`src/inc/flash_prot_regs.svh`:
```
// Purpose: Opcodes, bit positions and reset values of the protection block
// Assumes: Eight-bit status and configuration registers
// Notes:   Definitions only
`ifndef FLASH_PROT_REGS_SVH
`define FLASH_PROT_REGS_SVH

`define OP_WRSR0      8'h01
`define OP_WRSR2      8'h31
`define OP_WRCFG      8'h11
`define OP_WRSR2B     8'h71
`define OP_WREN       8'h06
`define OP_WRDI       8'h04
`define OP_RDSR0      8'h05
`define OP_RDSR2      8'h35
`define OP_RDCFG      8'h15
`define OP_RSTEN      8'h66
`define OP_RST        8'h99
`define OP_BLKLOCK    8'h36
`define OP_BLKUNLOCK  8'h39

`define SR0_LOCK_LO   7
`define SR0_WEL       1
`define SR2_LOCK_HI   0
`define SR2_QE        1
`define CFG_HOLD_RST  7
`define CFG_DRV_HI    6
`define CFG_DRV_LO    5
`define CFG_WPS       2
`define CFG_RESET     8'h20
`define CFG_WMASK     8'he4

// Pins in sync order {hold, wp, si, cs_n, sclk}
`define SYNC_W        5
`define SYNC_RESET    5'h1a
`define BIT_LAST      3'h7

`endif

```
`src/inc/flash_prot_pkg.sv`:
```
// Purpose: Types shared by the protection block
// Assumes: Nothing beyond the register header
// Notes:   Frame state follows the byte position inside one chip select
package flash_prot_pkg;
  typedef enum logic [1:0] {FR_CMD, FR_DATA, FR_DONE, FR_OVER} frame_e;
  typedef logic [7:0] byte_t;
endpackage : flash_prot_pkg

```
`src/inc/pin_sync_if.sv`:
```
// Purpose: Carries raw pins to the synchroniser and synced levels back
// Assumes: Width fixed by the register header
// Notes:   None
`timescale 1ns/1ps
`default_nettype none
`include "flash_prot_regs.svh"
interface pin_sync_if;
  logic [`SYNC_W-1:0] raw;
  logic [`SYNC_W-1:0] sync;
  modport syncer (input raw, output sync);
  modport user   (output raw, input sync);
endinterface : pin_sync_if
`default_nettype wire

```
`src/hdl/flash_status_protect.sv`:
```
// Purpose: Status write protection, lock reload and configuration register
// Assumes: SPI mode 0, serial clock well below ref_clk/4
// Notes:   Serial clock edges are found by sampling, not used as a clock
`timescale 1ns/1ps
`default_nettype none
`include "flash_prot_regs.svh"
module flash_status_protect
  import flash_prot_pkg::*;
(
  // Clock and reset
  input  wire logic       ref_clk,
  input  wire logic       arst_n,
  // Serial pins
  input  wire logic       spi_sclk,
  input  wire logic       spi_cs_n,
  input  wire logic       spi_si,
  input  wire logic       write_protect_pin_n,
  input  wire logic       hold_reset_pin_n,
  output logic            spi_so,
  output logic            spi_so_oe,
  // Nonvolatile copies
  input  wire logic       nv_lock_mode_hi,
  input  wire logic       nv_lock_mode_lo,
  input  wire logic       permanent_lock_fuse,
  // Block controls
  output logic            quad_enable,
  output logic [1:0]      output_strength,
  output logic            protect_scheme_select,
  output logic            hold_active,
  output logic            block_locks_set,
  output logic            status_write_locked
);
  pin_sync_if pins ();
  pin_sync u_sync (
    .ref_clk (ref_clk),
    .arst_n  (arst_n),
    .pins    (pins.syncer)
  );
  assign pins.raw = {hold_reset_pin_n, write_protect_pin_n, spi_si,
                     spi_cs_n, spi_sclk};

  function automatic logic [1:0] reload_map(input logic [1:0] nv,
                                            input logic fuse);
    unique case (nv)
      2'b00:   reload_map = 2'b00;
      2'b01:   reload_map = 2'b01;
      2'b10:   reload_map = 2'b00;
      2'b11:   reload_map = fuse ? 2'b11 : 2'b01;
    endcase
  endfunction : reload_map

  frame_e     state_r;
  frame_e     state_nxt;
  byte_t      shift_r;
  byte_t      cmd_r;
  byte_t      data_r;
  byte_t      out_r;
  byte_t      cfg_r;
  logic [2:0] bit_cnt_r;
  logic       sclk_d_r;
  logic       cs_d_r;
  logic       lock_hi_r;
  logic       lock_lo_r;
  logic       wel_r;
  logic       qe_r;
  logic       rst_armed_r;
  logic       reload_r;
  logic       blk_set_r;
  logic       hold_act_r;
  logic       locked_r;
  logic       so_oe_r;

  // Synced pins
  wire sclk_s = pins.sync[0];
  wire cs_n_s = pins.sync[1];
  wire si_s   = pins.sync[2];
  wire wp_s   = pins.sync[3];
  wire hold_s = pins.sync[4];

  // Pin roles
  wire hold_fn    = cfg_r[`CFG_HOLD_RST];
  wire hold_pause = ~qe_r & ~hold_fn & ~hold_s;
  wire hw_reset   = ~qe_r & hold_fn & ~hold_s;
  wire wp_eff     = qe_r | wp_s;

  // Edge finding; pause freezes the shifter
  wire sclk_rise = sclk_s & ~sclk_d_r & ~cs_n_s & ~hold_pause;
  wire sclk_fall = ~sclk_s & sclk_d_r & ~cs_n_s & ~hold_pause;
  wire cs_rise   = cs_n_s & ~cs_d_r;
  wire byte_done = sclk_rise & (bit_cnt_r == `BIT_LAST);
  wire [7:0] shift_nxt = {shift_r[6:0], si_s};

  // Protection decode
  wire locked   = lock_hi_r | (lock_lo_r & ~wp_eff);
  wire write_ok = wel_r & ~locked;

  // Command decode at end of frame
  wire one_byte = cs_rise & (state_r == FR_DATA);
  wire two_byte = cs_rise & (state_r == FR_DONE);
  wire is_sr0   = cmd_r == `OP_WRSR0;
  wire is_sr2   = (cmd_r == `OP_WRSR2) | (cmd_r == `OP_WRSR2B);
  wire is_cfg   = cmd_r == `OP_WRCFG;
  wire wr_cmd   = two_byte & (is_sr0 | is_sr2 | is_cfg);
  wire wr_take  = wr_cmd & write_ok;
  wire wr_drop  = wr_cmd & ~write_ok;
  wire do_wren  = one_byte & (cmd_r == `OP_WREN);
  wire do_wrdi  = one_byte & (cmd_r == `OP_WRDI);
  wire do_rsten = one_byte & (cmd_r == `OP_RSTEN);
  wire sw_reset = one_byte & (cmd_r == `OP_RST) & rst_armed_r;
  wire any_rst  = sw_reset | hw_reset;

  // Read path
  wire [7:0] sr0_rd = (8'(lock_lo_r) << `SR0_LOCK_LO) |
                      (8'(wel_r) << `SR0_WEL);
  wire [7:0] sr2_rd = (8'(lock_hi_r) << `SR2_LOCK_HI) |
                      (8'(qe_r) << `SR2_QE);
  wire [7:0] rd_cmd = (state_r == FR_CMD) ? shift_nxt : cmd_r;
  wire       rd_sr0 = rd_cmd == `OP_RDSR0;
  wire       rd_sr2 = rd_cmd == `OP_RDSR2;
  wire       rd_cfg = rd_cmd == `OP_RDCFG;
  wire       is_rd  = rd_sr0 | rd_sr2 | rd_cfg;
  wire [7:0] rd_val = rd_sr0 ? sr0_rd : (rd_sr2 ? sr2_rd :
                      (rd_cfg ? cfg_r : 8'h00));

  always_comb begin
    state_nxt = state_r;
    if (cs_n_s) begin
      state_nxt = FR_CMD;
    end else if (byte_done) begin
      unique case (state_r)
        FR_CMD:  state_nxt = FR_DATA;
        FR_DATA: state_nxt = FR_DONE;
        FR_DONE: state_nxt = FR_OVER;
        FR_OVER: state_nxt = FR_OVER;
      endcase
    end
  end

  // Serial shifter
  always_ff @(posedge ref_clk or negedge arst_n) begin
    if (!arst_n) begin
      state_r   <= FR_CMD;
      bit_cnt_r <= 3'h0;
      shift_r   <= 8'h00;
      cmd_r     <= 8'h00;
      data_r    <= 8'h00;
      sclk_d_r  <= 1'b0;
      cs_d_r    <= 1'b1;
    end else begin
      state_r  <= state_nxt;
      sclk_d_r <= sclk_s;
      cs_d_r   <= cs_n_s;
      if (cs_n_s) begin
        bit_cnt_r <= 3'h0;
      end else if (sclk_rise) begin
        bit_cnt_r <= bit_cnt_r + 3'h1;
        shift_r   <= shift_nxt;
      end
      if (byte_done && state_r == FR_CMD) begin
        cmd_r <= shift_nxt;
      end
      if (byte_done && state_r == FR_DATA) begin
        data_r <= shift_nxt;
      end
    end
  end

  // Read shifter; answer loads on the rising edge of the last command bit, later bits change on falling serial clock edges
  always_ff @(posedge ref_clk or negedge arst_n) begin
    if (!arst_n) begin
      out_r   <= 8'h00;
      so_oe_r <= 1'b0;
    end else begin
      so_oe_r <= ~cs_n_s & (state_r != FR_CMD) & is_rd;
      if (byte_done && is_rd) begin
        out_r <= rd_val;
      end else if (sclk_fall && bit_cnt_r != 3'h0) begin
        out_r <= {out_r[6:0], 1'b0};
      end
    end
  end

  // Lock pair and write enable; with lock_hi_r set, locked state held until reload
  always_ff @(posedge ref_clk or negedge arst_n) begin
    if (!arst_n) begin
      lock_hi_r   <= 1'b1;
      lock_lo_r   <= 1'b1;
      wel_r       <= 1'b0;
      qe_r        <= 1'b0;
      rst_armed_r <= 1'b0;
      reload_r    <= 1'b1;
    end else begin
      reload_r    <= any_rst;
      rst_armed_r <= do_rsten | (rst_armed_r & ~one_byte & ~two_byte);
      if (reload_r) begin
        {lock_hi_r, lock_lo_r} <= reload_map({nv_lock_mode_hi,
          nv_lock_mode_lo}, permanent_lock_fuse);
        wel_r <= 1'b0;
      end else begin
        if (wr_take && is_sr0) begin
          lock_lo_r <= data_r[`SR0_LOCK_LO];
        end
        if (wr_take && is_sr2) begin
          lock_hi_r <= data_r[`SR2_LOCK_HI];
          qe_r      <= data_r[`SR2_QE];
        end
        if (do_wren) begin
          wel_r <= 1'b1;
        end else if (do_wrdi || wr_take) begin
          wel_r <= 1'b0;
        end
      end
    end
  end

  // Configuration register and block outputs
  always_ff @(posedge ref_clk or negedge arst_n) begin
    if (!arst_n) begin
      cfg_r      <= `CFG_RESET;
      blk_set_r  <= 1'b0;
      hold_act_r <= 1'b0;
      locked_r   <= 1'b1;
    end else begin
      if (wr_take && is_cfg && !reload_r) begin
        cfg_r <= data_r & `CFG_WMASK;
      end
      blk_set_r  <= reload_r;
      hold_act_r <= hold_pause;
      locked_r   <= locked;
    end
  end

  assign spi_so                = out_r[7];
  assign spi_so_oe             = so_oe_r;
  assign quad_enable           = qe_r;
  assign output_strength       = cfg_r[`CFG_DRV_HI:`CFG_DRV_LO];
  assign protect_scheme_select = cfg_r[`CFG_WPS];
  assign hold_active           = hold_act_r;
  assign block_locks_set       = blk_set_r;
  assign status_write_locked   = locked_r;
endmodule : flash_status_protect
`default_nettype wire

```
`src/hdl/pin_sync.sv`:
```
// Purpose: Two-flop synchroniser for all serial pins
// Assumes: Pins are asynchronous to ref_clk
// Notes:   First stage is read only by the second stage
`timescale 1ns/1ps
`default_nettype none
`include "flash_prot_regs.svh"
module pin_sync (
  // Clock and reset
  input wire logic   ref_clk,
  input wire logic   arst_n,
  // Pins
  pin_sync_if.syncer pins
);
  logic [`SYNC_W-1:0] meta_r;
  logic [`SYNC_W-1:0] sync_r;

  always_ff @(posedge ref_clk or negedge arst_n) begin
    if (!arst_n) begin
      meta_r <= `SYNC_RESET;
      sync_r <= `SYNC_RESET;
    end else begin
      meta_r <= pins.raw;
      sync_r <= meta_r;
    end
  end

  assign pins.sync = sync_r;
endmodule : pin_sync
`default_nettype wire

```
`config.mk`:
```
export PLATFORM = sky130hd
export DESIGN_NAME = flash_status_protect
export DESIGN_NICKNAME = d
export VERILOG_FILES = /design/src/inc/flash_prot_pkg.sv /design/src/inc/pin_sync_if.sv /design/src/hdl/flash_status_protect.sv /design/src/hdl/pin_sync.sv
export VERILOG_INCLUDE_DIRS = /design/src /design/src/inc
export SDC_FILE = /design/constraint.sdc
export NUM_CORES = 1
export LEC_CHECK = 0
export ABC_AREA = 1
export ABC_CLOCK_PERIOD_IN_PS = 2800
export BUFFER_PORTS_ARGS = -buffer_cell sky130_fd_sc_hd__clkbuf_2
export CAP_MARGIN = 10
export CORE_MARGIN = 3
export CORE_UTILIZATION = 43
export DETAILED_ROUTE_END_ITERATION = 8
export SETUP_SLACK_MARGIN = 0.02
export SYNTH_ARGS = -nofsm -noshare
export SYNTH_HDL_FRONTEND = slang
export SYNTH_SLANG_ARGS = --single-unit
```
`constraint.sdc`:
```
create_clock -name ref_clk -period 2.8 [get_ports ref_clk]
set_input_delay 0.56 -clock ref_clk [delete_from_list [all_inputs] [get_ports ref_clk]]
set_output_delay 0.56 -clock ref_clk [all_outputs]
set_load 0.01 [all_outputs]
```
After elaboration in Yosys (flattened, before gate mapping). Cells that the tools add are included.

Register bits: 62. Output and inout port bits: 9.

Bitwise operators: 51. Reductions and logical operators: 24. Multiplexer cells: 20. Add/subtract/negate cells: 1. Eq/ne operators: 18.

Operators with widths (count): 2-to-1 mux 8 bit (6); bitwise AND 1 bit (27); equality test 8 x 3 -> 1 bit, second input constant (3); equality test 8 x 5 -> 1 bit, second input constant (2); equality test 8 x 6 -> 1 bit, second input constant (2); equality test 8 x 7 -> 1 bit, second input constant (2); inverter 1 bit (13); one-hot mux 2 bit (3 select lines) (2); nonzero test 2 bit (6); bitwise OR 1 bit (9); equality test 2 bit, second input constant (4); equality test 8 x 1 -> 1 bit, second input constant (1); equality test 8 bit, second input constant (1); logical AND 1 bit (8); bitwise OR 8 x 2 -> 8 bit (1); 2-to-1 mux 1 bit (7); 2-to-1 mux 2 bit (3); 2-to-1 mux 3 bit (2); nonzero test 3 bit (2); equality test 2 x 1 -> 1 bit, second input constant (2); logical NOT 2 bit (2); AND reduction 2 bit (2); OR reduction 2 bit (2); adder 3 x 1 -> 3 bit, second input constant (1); 4 further kinds (4).

Logic depth before layout (Yosys ltp).
Depth in word-level cells: 11. Gate-level depth with buffers: 13.

Cells and area by module. Synthesis repeated with hierarchy kept, for this count alone.

Cell total of the unflattened synthesis: 295. Area total of the unflattened synthesis: 2737.6 sq um.

By module, submodules not included: flash_status_protect (times used 1, area an instance 2479.9 sq um, sequential area each 1258.7 sq um, cells each 285); pin_sync (times used 1, area an instance 257.7 sq um, sequential area each 257.7 sq um, cells each 10).

Worst setup path before layout. No wires, ideal clock.

Path type: register to register. From: register u_sync.sync_r[1], in the netlist u_sync.pins.sync[1]. To: register cfg_r[2]. Cell stages (with the launch flop): 10. Setup slack: 1259 ps. Arrival: 1425 ps. Setup time: 117 ps. Path buffers: 0. Cells stage by stage: dfstp_2 inv_1 nor2_1 nand3_1 nor3_4 nand2_2 inv_2 nand2_1 nand2_1 nand2_1.

Word-level cells in the longest chain between the ends: 6.

RTL lines: start, declared (RTL line pin_sync.sv:15) `` logic [`SYNC_W-1:0] sync_r; ``; start signal, assigned (RTL line pin_sync.sv:20) `` sync_r <= `SYNC_RESET; ``; start signal, assigned (RTL line pin_sync.sv:23) `sync_r <= meta_r;`; bitwise AND 1 bit (RTL line flash_status_protect.sv:89) `wire cs_rise = cs_n_s & ~cs_d_r;`; bitwise AND 1 bit (RTL line flash_status_protect.sv:99) `wire two_byte = cs_rise & (state_r == FR_DONE);`; bitwise AND 1 bit (RTL line flash_status_protect.sv:103) `wire wr_cmd = two_byte & (is_sr0 | is_sr2 | is_cfg);`; bitwise AND 1 bit (RTL line flash_status_protect.sv:104) `wire wr_take = wr_cmd & write_ok;`; logical AND 1 bit (2 in series) (RTL line flash_status_protect.sv:224) `if (wr_take && is_cfg && !reload_r) begin`; end signal, assigned (RTL line flash_status_protect.sv:219) `` cfg_r <= `CFG_RESET; ``; end signal, assigned (RTL line flash_status_protect.sv:225) `` cfg_r <= data_r & `CFG_WMASK; ``; end, declared (RTL line flash_status_protect.sv:58) `byte_t cfg_r;`.

No other way between the ends. A chain may end at the register's enable or synchronous reset.

Worst setup path after layout.
From: register qe_r, in the netlist quad_enable. To: register state_r[0].

Word-level cells in the longest chain between the ends: 7.

RTL lines: start, declared (RTL line flash_status_protect.sv:65) `logic qe_r;`; start signal, assigned (RTL line flash_status_protect.sv:205) `` qe_r <= data_r[`SR2_QE]; ``; inverter 1 bit (RTL line flash_status_protect.sv:82) `wire hold_pause = ~qe_r & ~hold_fn & ~hold_s;`; bitwise AND 1 bit (2 in series) (RTL line flash_status_protect.sv:82); inverter 1 bit (RTL line flash_status_protect.sv:87) `wire sclk_rise = sclk_s & ~sclk_d_r & ~cs_n_s & ~hold_pause;`; bitwise AND 1 bit (RTL line flash_status_protect.sv:87); bitwise AND 1 bit (RTL line flash_status_protect.sv:90) `` wire byte_done = sclk_rise & (bit_cnt_r == `BIT_LAST); ``; nonzero test 2 bit (no source line); end signal, assigned (RTL line flash_status_protect.sv:150) `state_r <= state_nxt;`; end, declared (RTL line flash_status_protect.sv:52) `frame_e state_r;`.

No other way between the ends.

==> flow_metrics.env <==
export IMPL_insertion_delay_ps=330
export IMPL_layout_nets=335
export IMPL_layout_worst_path_cycle_share_pct=66.8
export IMPL_ys_seq_area_share_pct=56.5
export IMPL_crit_chain="nor2_1, nand2_1, nand2_2, inv_2, nand2_4, inv_2, nand2_1, nand2_1, a21oi_1"
export IMPL_post_cts_resized=0
export IMPL_wl_mm=5.33
export IMPL_grt_pass1_vias=2037
export IMPL_cts_setup_buffers=0
export IMPL_grt_antenna_before_repair=0
export IMPL_ys_async_sr_fraction_pct=100
export IMPL_syn_area_mm2=0.00269
export IMPL_synthDistinctLibCells=29
export IMPL_hp_class="in -> reg"
export IMPL_core_area_mm2=0.00599
export IMPL_ios=19
export IMPL_drive_gt1_share_pct=22.9
export IMPL_cp_max_fo=16
export IMPL_rows=28
export IMPL_grt_overflow_total=0
export IMPL_rsz0062_at_grt="false"
export IMPL_cts_sink_count=60
export IMPL_avgSynthCellArea_um2=9.04
export IMPL_grt_pass1_wl_mm=9.49
export IMPL_area_growth_pct=15.0
export IMPL_vdd_ir_drop_max_uv=323
export IMPL_diodes=0
export IMPL_fmax_ghz=0.534
export IMPL_finalHoldViolations=0
export IMPL_fp_dieW_um=85.0
export IMPL_crit_arrival_ps=2130
export IMPL_cp_slowest_stage_delay_ps=440
export IMPL_fin_area_mm2=0.00309
export IMPL_hold_buffers=0
export IMPL_cpMostUsedCell="nand2_1"
export IMPL_grt_max_degree=61
export IMPL_drc=0
export IMPL_place_gp_congestion=0.841
export IMPL_via_per_inst=4.94
export IMPL_synthFlopType="dfrtp_1"
export IMPL_worstPathRequired_ps=3060
export IMPL_fin_skew_ps=7.30
export IMPL_routedWlPerCell_um=13.3
export IMPL_die_area_mm2=0.00723
export IMPL_drt_iter0_drc=116
export IMPL_postRouteAntennaNets=0
export IMPL_vias=1987
export IMPL_synth_edff_count=0
export IMPL_path_clk_slew_ps=70
export IMPL_htreeDepth=3
export IMPL_ctsRootBufferMaster="clkbuf_8"
export IMPL_syn_nets=310
export IMPL_power_total_uw=1990
export IMPL_post_route_min_period_ps=1870
export IMPL_start_util_pct=44.8
export IMPL_fp_dieH_um=85.0
export IMPL_cp_num_buf_inv=2
export IMPL_placed_cells=386
export IMPL_track_usage_pct=17.0
export IMPL_place_hpwl_mm=3.86
export IMPL_cap_violations=0
export IMPL_crit_slowest_cell="dfrtp_1"
export IMPL_worstSetupEndpointType="flop"
export IMPL_setup_viol=0
export IMPL_syn_inst=297
export IMPL_final_instance_count_excl_fill=402
export IMPL_path_class="reg -> reg"
export IMPL_slew_headroom_pct=50.6
export IMPL_fin_tns_setup_ps=0
export IMPL_detail_route_first_pass_iterations=4
export IMPL_detailed_place_area_mm2=0.00285
export IMPL_run_status="completed"
export IMPL_ys_ff_latch=60
export IMPL_whs_ps=303
export IMPL_yosys_warnings=0
export IMPL_maxSlewViolCount=0
export IMPL_cts_buffers=9
export IMPL_cts_buffer_depth=2
export IMPL_powerDensity_mw_per_mm2=645
export IMPL_p_leak_uw=0.00156
export IMPL_cts_tree="built"
export IMPL_tightest_slew_ps=741
export IMPL_critPathTopFamily="simple AND/OR/NAND/NOR gates"
export IMPL_cp_start_kind="flop"
export IMPL_portBuffers=18
[logic make-up after synthesis]
group | synth area share (%)
AO/OA/AOI/OAI | 9.65
flip-flops | 56.5
adder cells (fa/ha/maj) | 1.40
buffers and inverters | 6.20
AND/OR/NAND/NOR | 26.3
[power breakdown]
group	internal (uW)	switching, uW	total (uW)
Clock	613	330	943
Combinational	35.3	90.8	126
Sequential	904	19.4	923
[worst paths after layout]
kind / from / to / slack, ps / cells past startpoint
min: spi_cs_n / u_sync.meta_r[1] / 300 / 1
min in group asynchronous: arst_n / state_r[1] / 380 / 2
max: quad_enable / state_r[0] / 930 / 9
min reg2reg: u_sync.meta_r[0] / u_sync.pins.sync[0] / 350 / 0
max in group asynchronous: arst_n / cmd_r[0] / 1930 / 2
max reg2reg: quad_enable / state_r[0] / 930 / 9
[synthesized netlist by cell type (3+ instances only)]
cell | instances | share of area, %
a21oi_1 | 5 | 0.93
buf_4 | 3 | 0.84
dfrtp_1 | 48 | 45
dfstp_2 | 12 | 12
ha_1 | 3 | 1.4
inv_1 | 32 | 4.5
inv_2 | 4 | 0.56
nand2_1 | 83 | 12
nand2_2 | 4 | 0.93
nand3_1 | 24 | 4.5
nand4_1 | 5 | 1.2
nor2_1 | 21 | 2.9
nor2_4 | 3 | 1.3
nor3_1 | 4 | 0.75
o21ai_0 | 13 | 2.4
o21ai_1 | 9 | 1.7
o21ai_2 | 9 | 2.9
[cell type report]
class / instances / area [um^2]
clock buffers: 11 / 141
multi-input cells: 196 / 1000
clock inverters: 5 / 100
flip-flops and latches: 60 / 1520
inverters: 36 / 135
fillers: 548 / 2900
repair buffers: 19 / 97.6
well taps: 75 / 93.8
[worst reg2reg max path, cell delays in order (launching register included)]
cell	delay [ps]
dfrtp_1	440
nor2_1	130
nand2_1	110
nand2_2	230
inv_2	100
nand2_4	110
inv_2	70
nand2_1	370
nand2_1	100
a21oi_1	130
[per-layer routing]
layer  global-route usage (%)  share of wire, %  vias to the layer above
met4                     6.47               1.1                        0
met3                     4.66               4.9                        6
met2                     26.2                46                       41
li1                         -                 -                     1003
met1                     22.8                48                      937
met5                        0                 0                        -
[cell usage in the layout, fill, tap and decap left out, types with 2 or more instances in the layout]
cell type  synthesis  final
nand2_1           83     83
dfrtp_1           48     48
inv_1             32     32
nand3_1           24     24
nor2_1            21     21
clkbuf_2           0     18
o21ai_0           13     13
dfstp_2           12     12
clkbuf_8           0     10
o21ai_2            9      9
o21ai_1            9      9
nand4_1            5      5
a21oi_1            5      5
nor3_1             4      4
inv_2              4      4
nand2_2            4      4
nor2_4             3      3
ha_1               3      3
bufinv_16          0      3
or2_2              2      2
nor2_2             2      2
nor4_1             2      2
clkinv_2           0      2
[per-stage QoR]
stage	worst slack, ps	utilization [%]
after detailed placement	914	47.5
final	929	51.5
after global placement	904	47.5
after CTS	891	51.5
after global routing	630	51.5
after floorplan	1260	-
[state kept, by name, summed over array words and instances, names as in the netlist]
signal               count
u_sync.meta_r            5
lock_lo_r                1
block_locks_set          1
out_r                    8
rst_armed_r              1
reload_r                 1
shift_r                  7
u_sync.pins.sync         5
quad_enable              1
spi_so_oe                1
cfg_r                    4
state_r                  2
data_r                   6
bit_cnt_r                3
wel_r                    1
status_write_locked      1
lock_hi_r                1
cs_d_r                   1
hold_active              1
sclk_d_r                 1
cmd_r                    8
Power figures use the tool's default switching activity.
